File: src/dpt_regs.vh
// Constants for the drive protection trip logic
`ifndef DPT_REGS_VH
`define DPT_REGS_VH

// =====================================================================
// Stall option field bit positions
`define DPT_STALL_ACC_BIT     0
`define DPT_STALL_STEADY_BIT  1
`define DPT_STALL_DEC_BIT     2
`define DPT_FLUX_BRAKE_BIT    3

// =====================================================================
// Thermal action and source codes
`define DPT_THERM_ACT_NONE    2'h0
`define DPT_THERM_ACT_BLOCK   2'h1
`define DPT_THERM_ACT_DEC     2'h2
`define DPT_THERM_SRC_V       2'h0
`define DPT_THERM_SRC_I       2'h1
`define DPT_THERM_SRC_V_EXT   2'h2
`define DPT_THERM_SRC_I_EXT   2'h3
`define DPT_THERM_AREA_LOW    1'b0

// Full scale of the analog inputs in millivolts
`define DPT_FS_VOLT_MV        14'd10000
`define DPT_FS_CURR_MV        14'd5000
// Threshold level is in tenths of a percent, 1000 is full scale
`define DPT_LEVEL_FULL        11'd1000

// =====================================================================
// Multi-function input assignment codes
`define DPT_FN_EXT_TRIP       7'h04
`define DPT_FN_THERMAL_IN     7'h27

// =====================================================================
// Phase loss check bits and gates
`define DPT_PHASE_OUT_BIT     0
`define DPT_PHASE_IN_BIT      1
`define DPT_IN_PHASE_CURR_PCT 9'd75
`define DPT_RIPPLE_BAND_RST   7'h28

// =====================================================================
// Overload timing: 150 percent for 1 minute, 1 ms ticks
`define DPT_CLK_NS            10
`define DPT_TICK_US           1000
`define DPT_OL_RATED_PCT      9'd100
`define DPT_OL_PCT            50
`define DPT_OL_TIME_MS        60000
`define DPT_OL_WARN_PCT       60

// =====================================================================
// Trip cause bit positions
`define DPT_TRIP_THERMAL      0
`define DPT_TRIP_BIMETAL      1
`define DPT_TRIP_OUT_PHASE    2
`define DPT_TRIP_IN_PHASE     3
`define DPT_TRIP_EXTERNAL     4
`define DPT_TRIP_OVERLOAD     5
`define DPT_TRIP_W            6

`endif

File: src/dpt_overload_acc.v
// Inverse-time overload accumulator with warning and trip levels
`timescale 1ns/10ps
`default_nettype none
`include "dpt_regs.vh"

module dpt_overload_acc
#(
  parameter integer TICK_CYCLES = (`DPT_TICK_US * 1000) / `DPT_CLK_NS,
  parameter integer TRIP_LIMIT  = `DPT_OL_PCT * `DPT_OL_TIME_MS,
  parameter integer WARN_LIMIT  = (TRIP_LIMIT / 100) * `DPT_OL_WARN_PCT
)
(
  input  wire       i_clk,
  input  wire       i_reset_n,
  input  wire [8:0] i_current_pct,
  output reg        o_warn,
  output reg        o_trip
);

  reg  [16:0] tick_cnt_q;
  reg  [23:0] acc_q;
  wire        tick;
  wire        over;
  wire [23:0] excess;

  assign tick   = (tick_cnt_q == TICK_CYCLES[16:0] - 17'h00001);
  assign over   = (i_current_pct > `DPT_OL_RATED_PCT);
  assign excess = {15'h0000, i_current_pct - `DPT_OL_RATED_PCT};

  // =====================================================================
  // Millisecond tick prescaler
  always @(posedge i_clk or negedge i_reset_n)
  begin
    if (!i_reset_n)
      tick_cnt_q <= 17'h00000;
    else if (tick)
      tick_cnt_q <= 17'h00000;
    else
      tick_cnt_q <= tick_cnt_q + 17'h00001;
  end

  // =====================================================================
  // Excess current over rating charges, rated or less discharges
  always @(posedge i_clk or negedge i_reset_n)
  begin
    if (!i_reset_n)
      acc_q <= 24'h000000;
    else if (tick)
    begin
      if (over)
        acc_q <= (acc_q + excess >= TRIP_LIMIT[23:0]) ? TRIP_LIMIT[23:0]
                                                      : acc_q + excess;
      else if (acc_q != 24'h000000)
        acc_q <= acc_q - 24'h000001;
    end
  end

  // =====================================================================
  // Registered warning and trip levels
  always @(posedge i_clk or negedge i_reset_n)
  begin
    if (!i_reset_n)
    begin
      o_warn <= 1'b0;
      o_trip <= 1'b0;
    end
    else
    begin
      o_warn <= (acc_q >= WARN_LIMIT[23:0]);  // [RULE18]
      o_trip <= (acc_q >= TRIP_LIMIT[23:0]);  // [RULE17]
    end
  end

endmodule // dpt_overload_acc

`default_nettype wire

File: src/dpt_protect.v
// Drive protection: stall prevention, flux braking and protective trips
// Overview of operation
// [RULE1] Code 1000 enables flux braking on deceleration
// [RULE2] Code 1100 runs decel stall and flux
// [RULE3] Acceleration stall suspends the ramp
// [RULE4] Four bands, each clamped by its neighbours
// [RULE5] While starting, only band one level counts
// [RULE6] Overheat: action 1 blocks, 2 decelerates
// [RULE7] Sensor source selects one of four inputs
// [RULE8] Threshold is percent of input full scale
// [RULE9] Area 0 trips below, 1 above
// [RULE10] Input function 39 is bimetal overheat trip
// [RULE11] Output phase open trips when enabled
// [RULE12] Input phase open trips when enabled
// [RULE13] Input phase check needs about 75 percent current
// [RULE14] Ripple beyond band means input phase open
// [RULE15] Input function 4 is external trip
// [RULE16] Per-input polarity bit: 0 NO, 1 NC
// [RULE17] Overload trip at 150 percent for one minute
// [RULE18] Overload warning at 60 percent of time
// [RULE19] Stall field bits: acc, steady, dec, flux
// [RULE20] Current above stall level turns accel to decel
// [RULE21] Trips stay latched until fault reset
`timescale 1ns/10ps
`default_nettype none
`include "dpt_regs.vh"

module dpt_protect
#(
  parameter integer N_INPUTS    = 8,
  parameter integer FREQ_W      = 16,
  parameter integer TICK_CYCLES = (`DPT_TICK_US * 1000) / `DPT_CLK_NS
)
(
  input  wire                    i_clk,
  input  wire                    i_reset_n,
  input  wire                    i_fault_reset,
  // Ramp state from the speed controller
  input  wire                    i_accel,
  input  wire                    i_steady,
  input  wire                    i_decel,
  input  wire                    i_starting,
  input  wire                    i_dc_link_high,
  input  wire [FREQ_W-1:0]       i_out_freq,
  input  wire [8:0]              i_out_current_pct,
  // Stall configuration
  input  wire [3:0]              i_stall_option,
  input  wire [FREQ_W-1:0]       i_start_freq,
  input  wire [FREQ_W-1:0]       i_max_freq,
  input  wire [4*FREQ_W-1:0]     i_stall_freq,
  input  wire [4*9-1:0]          i_stall_level,
  // Motor thermal sensor
  input  wire [1:0]              i_thermal_action,
  input  wire [1:0]              i_thermal_src,
  input  wire [10:0]             i_thermal_level,
  input  wire                    i_thermal_area,
  input  wire [13:0]             i_voltage_analog_input,
  input  wire [13:0]             i_current_analog_input,
  input  wire [13:0]             i_ext_voltage_input,
  input  wire [13:0]             i_ext_current_input,
  // Multi-function digital inputs
  input  wire [N_INPUTS-1:0]     i_mf_input,
  input  wire [N_INPUTS-1:0]     i_input_contact_polarity,
  input  wire [7*N_INPUTS-1:0]   i_multifunction_input_assign,
  // Phase loss
  input  wire [1:0]              i_phase_loss_chk,
  input  wire [2:0]              i_out_phase_open,
  input  wire [7:0]              i_dc_ripple_v,
  input  wire [6:0]              i_dc_ripple_band,
  // Outputs
  output wire                    o_ramp_hold,
  output wire                    o_stall_decel,
  output wire                    o_decel_stall_hold,
  output wire                    o_flux_brake,
  output reg  [8:0]              o_stall_level_active,
  output reg                     o_output_block,
  output reg                     o_decel_stop,
  output reg  [`DPT_TRIP_W-1:0]  o_trip_cause,
  output wire                    o_drive_overload_warn_fn
);

  // =====================================================================
  // Input assignment decode, shared by every input function
  function any_input_fn;
    input [7*N_INPUTS-1:0] assign_v;
    input [N_INPUTS-1:0]   active_v;
    input [6:0]            code;
    integer k;
    begin
      any_input_fn = 1'b0;
      for (k = 0; k < N_INPUTS; k = k + 1)
        if (assign_v[7*k +: 7] == code && active_v[k])
          any_input_fn = 1'b1;
    end
  endfunction

  // Clamp a frequency between two limits
  function [FREQ_W-1:0] clamp_freq;
    input [FREQ_W-1:0] v;
    input [FREQ_W-1:0] lo;
    input [FREQ_W-1:0] hi;
    begin
      if (v < lo)
        clamp_freq = lo;
      else if (v > hi)
        clamp_freq = hi;
      else
        clamp_freq = v;
    end
  endfunction

  // =====================================================================
  // Stall bands
  wire [FREQ_W-1:0] band_freq [0:3];
  wire [FREQ_W-1:0] band_lo   [0:3];
  wire [FREQ_W-1:0] band_hi   [0:3];
  reg  [8:0]        level_d;
  reg               band_hit;
  integer           b;

  genvar g;
  generate
    for (g = 0; g < 4; g = g + 1)
    begin : g_band
      // Each band's limits come from its neighbours, or from the start and max frequency at the two ends
      if (g == 0)
      begin : g_first
        assign band_lo[g] = i_start_freq;
      end
      else
      begin : g_mid_lo
        assign band_lo[g] = band_freq[g-1];
      end
      if (g == 3)
      begin : g_last
        assign band_hi[g] = i_max_freq;
      end
      else
      begin : g_mid_hi
        assign band_hi[g] = i_stall_freq[FREQ_W*(g+1) +: FREQ_W];
      end
      assign band_freq[g] = clamp_freq(i_stall_freq[FREQ_W*g +: FREQ_W],
                                       band_lo[g], band_hi[g]);  // [RULE4]
    end
  endgenerate

  // Pick the stall level of the band holding the output frequency
  always @*
  begin
    level_d  = i_stall_level[27 +: 9];
    band_hit = 1'b0;
    for (b = 0; b < 4; b = b + 1)
      if (!band_hit && i_out_freq <= band_freq[b])
      begin
        level_d  = i_stall_level[9*b +: 9];  // [RULE4]
        band_hit = 1'b1;
      end
    if (i_starting)
      level_d = i_stall_level[8:0];  // [RULE5]
  end

  always @(posedge i_clk or negedge i_reset_n)
  begin
    if (!i_reset_n)
      o_stall_level_active <= 9'h000;
    else
      o_stall_level_active <= level_d;
  end

  // =====================================================================
  // Stall prevention and flux braking actions
  wire over_level;
  wire acc_stall;
  wire steady_stall;

  assign over_level   = (i_out_current_pct > o_stall_level_active);
  assign acc_stall    = i_accel & i_stall_option[`DPT_STALL_ACC_BIT]
                        & over_level;  // [RULE19]
  assign steady_stall = i_steady & i_stall_option[`DPT_STALL_STEADY_BIT]
                        & over_level;  // [RULE19]
  // Over the level: stop accelerating and decelerate until it falls
  assign o_stall_decel = (acc_stall | steady_stall) & ~o_output_block;  // [RULE20]
  // Ramp stays suspended, so real accel time stretches
  assign o_ramp_hold = acc_stall & ~o_output_block;  // [RULE3]
  // Decel stall holds ramp while the DC link is high
  assign o_decel_stall_hold = i_decel & i_stall_option[`DPT_STALL_DEC_BIT]
                              & i_dc_link_high & ~o_output_block;  // [RULE2]
  // Flux braking on deceleration, alone or with decel stall
  assign o_flux_brake = i_decel & i_stall_option[`DPT_FLUX_BRAKE_BIT]
                        & ~o_output_block;  // [RULE1] [RULE2]

  // =====================================================================
  // Motor thermal sensor
  reg  [13:0] sensor_mv;
  reg  [13:0] full_mv;
  wire [24:0] sensor_scaled;
  wire [24:0] thresh_scaled;
  wire        therm_hot;

  // Source select and its full scale
  always @*
  begin
    case (i_thermal_src)
      `DPT_THERM_SRC_V:
      begin
        sensor_mv = i_voltage_analog_input;
        full_mv   = `DPT_FS_VOLT_MV;
      end
      `DPT_THERM_SRC_I:
      begin
        sensor_mv = i_current_analog_input;
        full_mv   = `DPT_FS_CURR_MV;
      end
      `DPT_THERM_SRC_V_EXT:
      begin
        sensor_mv = i_ext_voltage_input;
        full_mv   = `DPT_FS_VOLT_MV;
      end
      default:
      begin
        sensor_mv = i_ext_current_input;
        full_mv   = `DPT_FS_CURR_MV;
      end
    endcase  // [RULE7]
  end

  // Compare without division: sensor*1000 against full*level
  assign sensor_scaled = {11'h000, sensor_mv} * {14'h0000, `DPT_LEVEL_FULL};  // [RULE8]
  assign thresh_scaled = {11'h000, full_mv} * {14'h0000, i_thermal_level};  // [RULE8]
  assign therm_hot = (i_thermal_area == `DPT_THERM_AREA_LOW)
                     ? (sensor_scaled < thresh_scaled)
                     : (sensor_scaled > thresh_scaled);  // [RULE9]

  // =====================================================================
  // Multi-function inputs with per-input contact polarity
  wire [N_INPUTS-1:0] input_active;
  wire                bimetal_hot;
  wire                ext_trip;

  // NO contact active when closed, NC contact active when open
  assign input_active = i_mf_input ^ i_input_contact_polarity;  // [RULE16]
  assign bimetal_hot  = any_input_fn(i_multifunction_input_assign, input_active,
                                     `DPT_FN_THERMAL_IN);  // [RULE10]
  assign ext_trip     = any_input_fn(i_multifunction_input_assign, input_active,
                                     `DPT_FN_EXT_TRIP);  // [RULE15]

  // =====================================================================
  // Phase loss detection
  wire out_phase_fault;
  wire in_phase_fault;
  wire in_phase_gate;

  assign out_phase_fault = i_phase_loss_chk[`DPT_PHASE_OUT_BIT]
                           & (|i_out_phase_open);  // [RULE11]
  assign in_phase_gate   = (i_out_current_pct >= `DPT_IN_PHASE_CURR_PCT);  // [RULE13]
  assign in_phase_fault  = i_phase_loss_chk[`DPT_PHASE_IN_BIT] & in_phase_gate
                           & (i_dc_ripple_v > {1'b0, i_dc_ripple_band});  // [RULE12] [RULE14]

  // =====================================================================
  // Drive overload accumulator
  wire ol_warn;
  wire ol_trip;

  dpt_overload_acc
  #(
    .TICK_CYCLES (TICK_CYCLES)
  )
  u_overload
  (
    .i_clk         (i_clk),
    .i_reset_n     (i_reset_n),
    .i_current_pct (i_out_current_pct),
    .o_warn        (ol_warn),
    .o_trip        (ol_trip)
  );

  assign o_drive_overload_warn_fn = ol_warn;  // [RULE18]

  // =====================================================================
  // Trip latch; a new event wins over the fault reset
  wire [`DPT_TRIP_W-1:0] trip_event;
  wire                   therm_en;

  assign therm_en = (i_thermal_action != `DPT_THERM_ACT_NONE);
  assign trip_event[`DPT_TRIP_THERMAL]   = therm_en & therm_hot;  // [RULE6]
  assign trip_event[`DPT_TRIP_BIMETAL]   = therm_en & bimetal_hot;  // [RULE10]
  assign trip_event[`DPT_TRIP_OUT_PHASE] = out_phase_fault;  // [RULE11]
  assign trip_event[`DPT_TRIP_IN_PHASE]  = in_phase_fault;  // [RULE12]
  assign trip_event[`DPT_TRIP_EXTERNAL]  = ext_trip;  // [RULE15]
  assign trip_event[`DPT_TRIP_OVERLOAD]  = ol_trip;  // [RULE17]

  always @(posedge i_clk or negedge i_reset_n)
  begin
    if (!i_reset_n)
      o_trip_cause <= {`DPT_TRIP_W{1'b0}};
    else if (i_fault_reset)
      o_trip_cause <= trip_event;  // [RULE21]
    else
      o_trip_cause <= o_trip_cause | trip_event;  // [RULE21]
  end

  // =====================================================================
  // Stop action: thermal Dec code decelerates, all else blocks
  wire thermal_dec;
  wire any_block;

  assign thermal_dec = (i_thermal_action == `DPT_THERM_ACT_DEC);
  assign any_block   = |(trip_event & ~{`DPT_TRIP_W{1'b0}} &
                         {1'b1, 1'b1, 1'b1, 1'b1, ~thermal_dec, ~thermal_dec});

  always @(posedge i_clk or negedge i_reset_n)
  begin
    if (!i_reset_n)
    begin
      o_output_block <= 1'b0;
      o_decel_stop   <= 1'b0;
    end
    else if (any_block)
    begin
      o_output_block <= 1'b1;  // [RULE6] [RULE11] [RULE12] [RULE15]
      o_decel_stop   <= 1'b0;
    end
    else if (trip_event[`DPT_TRIP_THERMAL] | trip_event[`DPT_TRIP_BIMETAL])
      o_decel_stop <= ~o_output_block;  // [RULE6]
    else if (i_fault_reset)
    begin
      o_output_block <= 1'b0;  // [RULE21]
      o_decel_stop   <= 1'b0;
    end
  end

endmodule // dpt_protect

`default_nettype wire

File: config.mk
export PLATFORM = sky130hd
export DESIGN_NAME = dpt_protect
export DESIGN_NICKNAME = d
export VERILOG_FILES = /design/src/dpt_overload_acc.v /design/src/dpt_protect.v
export VERILOG_INCLUDE_DIRS = /design/src
export SDC_FILE = /design/constraint.sdc
export NUM_CORES = 1
export LEC_CHECK = 0
export ABC_CLOCK_PERIOD_IN_PS = 3400
export BUFFER_PORTS_ARGS = -buffer_cell sky130_fd_sc_hd__buf_2
export CORE_MARGIN = 2
export CORE_UTILIZATION = 29
export DETAILED_ROUTE_END_ITERATION = 12
export GPL_TIMING_DRIVEN = 0
export SETUP_SLACK_MARGIN = 0.4
export SYNTH_ARGS = -nofsm -noshare
export SYNTH_HDL_FRONTEND = slang
export SYNTH_HIERARCHICAL = 1
export SYNTH_SLANG_ARGS = --single-unit
File: constraint.sdc
create_clock -name i_clk -period 3.4 [get_ports i_clk]
set_input_delay 0.17 -clock i_clk [delete_from_list [all_inputs] [get_ports i_clk]]
set_output_delay 0.17 -clock i_clk [all_outputs]
set_load 0.01 [all_outputs]
Word level (Yosys, flattened, before mapping)

Index checks and enable logic that the tools add are counted.

Input bits: 333
Output and inout bits: 22
Register bits after elaboration: 60
Word-level logic and storage cells: 157

$lt $le $gt $ge: 21
Mux-type cells: 45
Equality and inequality tests: 21
Multiply operators: 2
Add/subtract/negate cells: 4
Reduce and logical (&&, ||, !) cells: 33
Bitwise logic cells: 23

Operators by type and width:

| operator                                                                | count |
|---|---|
| 16-bit two-way mux                                                      | 8 |
| 24-bit two-way mux                                                      | 3 |
| 16-bit greater-than comparator                                          | 4 |
| 16-bit less-or-equal comparator                                         | 4 |
| 16-bit < comparator                                                     | 4 |
| 7-bit by 3-bit == test with 1-bit output, second input constant         | 8 |
| 7-bit by 6-bit == test with 1-bit output, second input constant         | 8 |
| 24-bit by 22-bit >= comparator with 1-bit output, second input constant | 2 |
| 9-bit two-way mux                                                       | 5 |
| 14-bit case mux with 3 select lines                                     | 1 |
| 24-bit by 25-bit greater-than comparator with 1-bit output              | 1 |
| 24-bit by 25-bit < comparator with 1-bit output                         | 1 |
| 14-bit by 11-bit multiplier with 25-bit output                          | 1 |
| 1-bit two-way mux                                                       | 25 |
| 24-bit by 9-bit adder with 24-bit output                                | 1 |
| 24-bit by 21-bit >= comparator with 1-bit output, second input constant | 1 |
| 24-bit nonzero test                                                     | 1 |
| 24-bit by 1-bit subtractor with 24-bit output, second input constant    | 1 |
| 14-bit by 7-bit multiplier with 21-bit output, second input constant    | 1 |
| 1-bit logical AND                                                       | 19 |
| 17-bit by 1-bit adder with 17-bit output, second input constant         | 1 |
| 17-bit == test, second input constant                                   | 1 |
| 17-bit two-way mux                                                      | 1 |
| 1-bit bitwise AND                                                       | 16 |
| 23 further kinds                                                        | 31 |

Logic depth before layout (Yosys ltp)

Word-level depth: 15
Mapped depth: 69
Gate-level depth less buffers: 63

By module

Netlist, hierarchy kept.

By module, submodules not included:

| module           | area each (um2) | cells each | seq. area each (um2) | instances |
|---|---|---|---|---|
| dpt_protect      | 13,624.3        | 1,661      | 425.4                | 1 |
| dpt_overload_acc | 3,641.0         | 453        | 1,076.0              | 1 |

Worst setup path before layout

Ideal clock, no wire load.

Path type: input to register
From: input port i_stall_freq[29]
To: register o_stall_level_active[0]
Cell stages on the path: 65
Setup slack: -7.531 ns
Buffers on the path: 6
Data required time: 3.277 ns
Setup time: 0.123 ns
Arrival: 10.808 ns
Path through: inv_1 > ha_1 > nand4_2 > nor3_1 > or3_1 > or4_1 > buf_2 > nand2_1 > clkbuf_1 > a21oi_1 > nor2_1 > a21oi_1 > ha_1 > a21o_1 > a21o_1 > a21o_1 > a221oi_1 > o21ai_0 > [29 not listed] > a211oi_1 > a21oi_1 > a21oi_4 > buf_8 > mux2_4 > ha_1 > nor2b_1 > o21ai_0 > nand2b_1 > a21oi_1 > nor2b_1 > o21ai_0 > nand2b_1 > a21oi_1 > o21ai_0 > o41ai_1 > nand4b_2 > o221a_1

Word-level cells in the longest chain between the ends: 15
Elaborated cells between the ends (all ways): 29
Those cells by class: order compare (9); mux (14); reduce/logical (6)

RTL lines:

| what                                                                                    | line              | text |
|---|---|---|
| start, declared                                                                         | dpt_protect.v:50  | `input wire [4*FREQ_W-1:0] i_stall_freq,` |
| parallel branches: the longest is 13 deep, another holds 16-bit greater-than comparator | n/a               |  |
| 9-bit two-way mux (*)                                                                   | dpt_protect.v:153 | `if (!band_hit && i_out_freq <= band_freq[b])` |
| 9-bit two-way mux (*)                                                                   | dpt_protect.v:158 | `if (i_starting)` |
| named net level_d[0]                                                                    | dpt_protect.v:117 | `reg [8:0] level_d;` |
| end signal, assigned                                                                    | dpt_protect.v:167 | `o_stall_level_active <= level_d;` |
| end, declared                                                                           | dpt_protect.v:75  | `output reg [8:0] o_stall_level_active,` |

Mark *: on every way through the listed nets, which the timed path passes.
A chain may end at the register's enable or synchronous reset.

Worst setup path after layout

From: input port i_stall_freq[26]
To: register o_stall_level_active[3]

The elaborated chain is that of the path after synthesis.

==> impl_metrics.json <==
{
  "cp_max_fo": 7,
  "p_total_uw": 15500,
  "yosys-top-cells-area": "ha_1 24%, fa_1 11%, dfrtp_1 8.7%",
  "fin_crit_sh_pct": 303,
  "rsz0062_at_grt": "true",
  "cts_tree": "yes",
  "dp_hpwl_mm": 48.9,
  "synth-main-ff-cell": "dfrtp_1",
  "crit_buf_inv": 12,
  "clockPowerShare_pct": 6.0,
  "seq_area_um2": 1510,
  "htree_levels": 3,
  "grt_usage_pct": 19.0,
  "clock_latency_ns": 0.34,
  "maxCapViolations": 0,
  "p_int_uw": 8000,
  "start_util_pct": 29.3,
  "syn-cell-area_um2": 17300,
  "dp_slack_ns": -8.40,
  "clk_pin_slew_ns": 0.06,
  "worstSetupEndpointType": "flop",
  "slowest_stage": "or4_4",
  "wl_mm": 59.5,
  "critPathKind": "primary input to flop",
  "wl_per_cell_um": 17.4,
  "finalWorstSetupSlack_ns": -6.90,
  "clock_path_buffers": 2,
  "layout_min_cycle_time_ns": 10.30,
  "yosysWarningCount": 6,
  "peakVddDrop_uv": 844,
  "grt_pass1_wl_mm": 92.2,
  "critPathTopFamily": "compound AO/OA/AOI/OAI gates",
  "outcome": "finished, violations left",
  "finalMaxSlewViolations": 0,
  "multi_input_area_um2": 16000,
  "drt-pass1-iter-count": 6,
  "ant_nets": 0,
  "cpMostUsedCell": "a21oi_2",
  "setup_tns_ns": -71.08,
  "die_h_um": 248,
  "hold_viol_final": 0,
  "final_cells": 3414,
  "crit_path_start_kind": "primary input",
  "clock_sinks": 60,
  "fmax_ghz": 0.0970,
  "p_seq_share_pct": 5.6,
  "seq_area_frac_synth_pct": 8.70,
  "synth_commonest_cells": "338 x ha_1, 258 x inv_1, 152 x a21oi_1",
  "nets": 3396,
  "drc": 0,
  "num_rows": 89,
  "cts_made_buffers": 9,
  "synth-edff-count": 0,
  "p_sw_share_pct": 48.4,
  "finish.utilization_pct": 39.7,
  "drt_iter0_markers": 954,
  "core_um2": 58900,
  "synth_cell_types": 102,
  "cp.required_ns": 3.61,
  "die_w_um": 248,
  "dieArea_um2": 61500,
  "ys_seq_elements": 60,
  "yosysMostFrequentCell": "ha_1",
  "rrSetupSlack_ns": 0.19,
  "port-buffer-count": 353,
  "yosysTopAreaCell": "ha_1",
  "power_density_nw_per_um2": 663,
  "timing.slew.headroom_pct": 11.8,
  "violations": "setup timing",
  "fin_skew_ns": 0.00886,
  "switchingPower_uw": 7500,
  "hold_path_class": "primary input to flop",
  "first_global_vias": 17626,
  "leakage_uw": 0.0114,
  "gp_congestion": 0.952,
  "syn_avg_cell_area_um2": 8.17,
  "drive_above_1_share_pct": 31.9,
  "grt-ovfl-total": 0,
  "pwr-share-comb_pct": 88.4,
  "worst_pin_slew_ns": 1.32,
  "grt_max_degree": 61,
  "clockRootBuffer": "clkbuf_16",
  "async_reset_ff_share_pct": 100,
  "syn_to_final_growth_pct": 35.5,
  "critical-path-max-stage-delay_ns": 0.48,
  "io_pins": 355,
  "syn_inst": 2114,
  "dr_total_vias": 17833,
  "setup_viol": 12,
  "fill_cells": 5977,
  "dp_cells": 3256,
  "netlist.area_leader.share_pct": 24.5,
  "avgViaCountPerCell": 5.22,
  "antenna_found_initial": 24,
  "crit_arrival_ns": 10.52
}
[placed cells by master, fill, tap and decap left out, drive strengths merged, types with 27 or more instances in the layout]
cell type,count
fa,96
nor2b,32
nand4,51
nor2,146
ha,338
nand2,137
nor4,28
clkbuf,46
a21oi,155
mux2,27
inv,258
nand3,43
xnor2,42
a21o,56
buf,505
dfrtp,60
nand2b,39
o21ai,152
mux2i,37
xor2,28
nor3,42
[per-stage QoR]
step	cell area, µm²	hold WS, ns
after floorplan	17800	-0.126
after global placement	20500	0.399
after detailed placement	20500	0.320
after CTS	22500	0.0403
after global routing	23400	0.0557
final	23400	0.0608
[final cells by class]
type	count	area share [%]
Timing Repair Buffer	487	13.0
Sequential cell	60	6.44
Clock inverter	7	0.326
Multi-Input combinational cell	1757	68.6
Tap cell	773	4.14
Clock buffer	9	0.963
Inverter	258	4.32
Antenna cell	7	0.0749
Buffer	56	2.12
[logic make-up after synthesis]
kind of cell	synth area share (%)
AND/OR/NAND/NOR	18.4
AO/OA/AOI/OAI	20.4
adder cells (fa/ha/maj)	35.8
buffers and inverters	7.14
multiplexers	5.93
XOR/XNOR	3.64
flip-flops	8.70
other	0.0435
[final timing paths]
path                                startpoint                 endpoint  cells after the start
hold reg to reg              u_overload/o_trip          o_trip_cause[5]                      1
max in group asynchronous            i_reset_n      u_overload/acc_q[7]                      2
setup / recovery              i_stall_freq[26]  o_stall_level_active[3]                     70
min in group asynchronous            i_reset_n      u_overload/acc_q[3]                      2
setup reg to reg           u_overload/acc_q[0]      u_overload/acc_q[0]                     16
hold / removal                   i_fault_reset          o_trip_cause[4]                      2
[power groups by stage]
stage / clock (µW) / combinational (µW) / sequential [µW]
6_report: 929 / 13700 / 873
5_1_grt: 987 / 15600 / 884
4_1_cts: 953 / 12900 / 879
3_5_place_dp: 0 / 11500 / 890
3_3_place_gp: 0 / 11400 / 893
2_1_floorplan: 0 / 8860 / 878
[state kept, by name, indices dropped and copies added, names as in the netlist]
signal / count
o_decel_stop: 1
o_output_block: 1
o_stall_level_active: 9
o_trip_cause: 6
u_overload/acc_q: 24
u_overload/o_trip: 1
u_overload/o_warn: 1
u_overload/tick_cnt_q: 17
[layer usage]
metal	global-route usage, %	vias up	part of all wire [%]	wire [µm]
li1	-	8644	-	-
met1	24.0	8371	42	25100
met2	33.9	690	48	28600
met3	3.02	114	7.7	4570
met4	4.07	14	2.1	1220
met5	0	-	0.15	88
[repair_timing]
item / in CTS / in global routing
resized for setup: 206 / 126
hold buffers: 1 / 0
pin swaps: 113 / 106
setup buffers: 87 / 42
setup endpoints to repair: 35 / 38
gates cloned: 5 / 0
endpoints found under the hold margin: 60 / 0
Note: power is estimated with default switching activity, not from simulation.
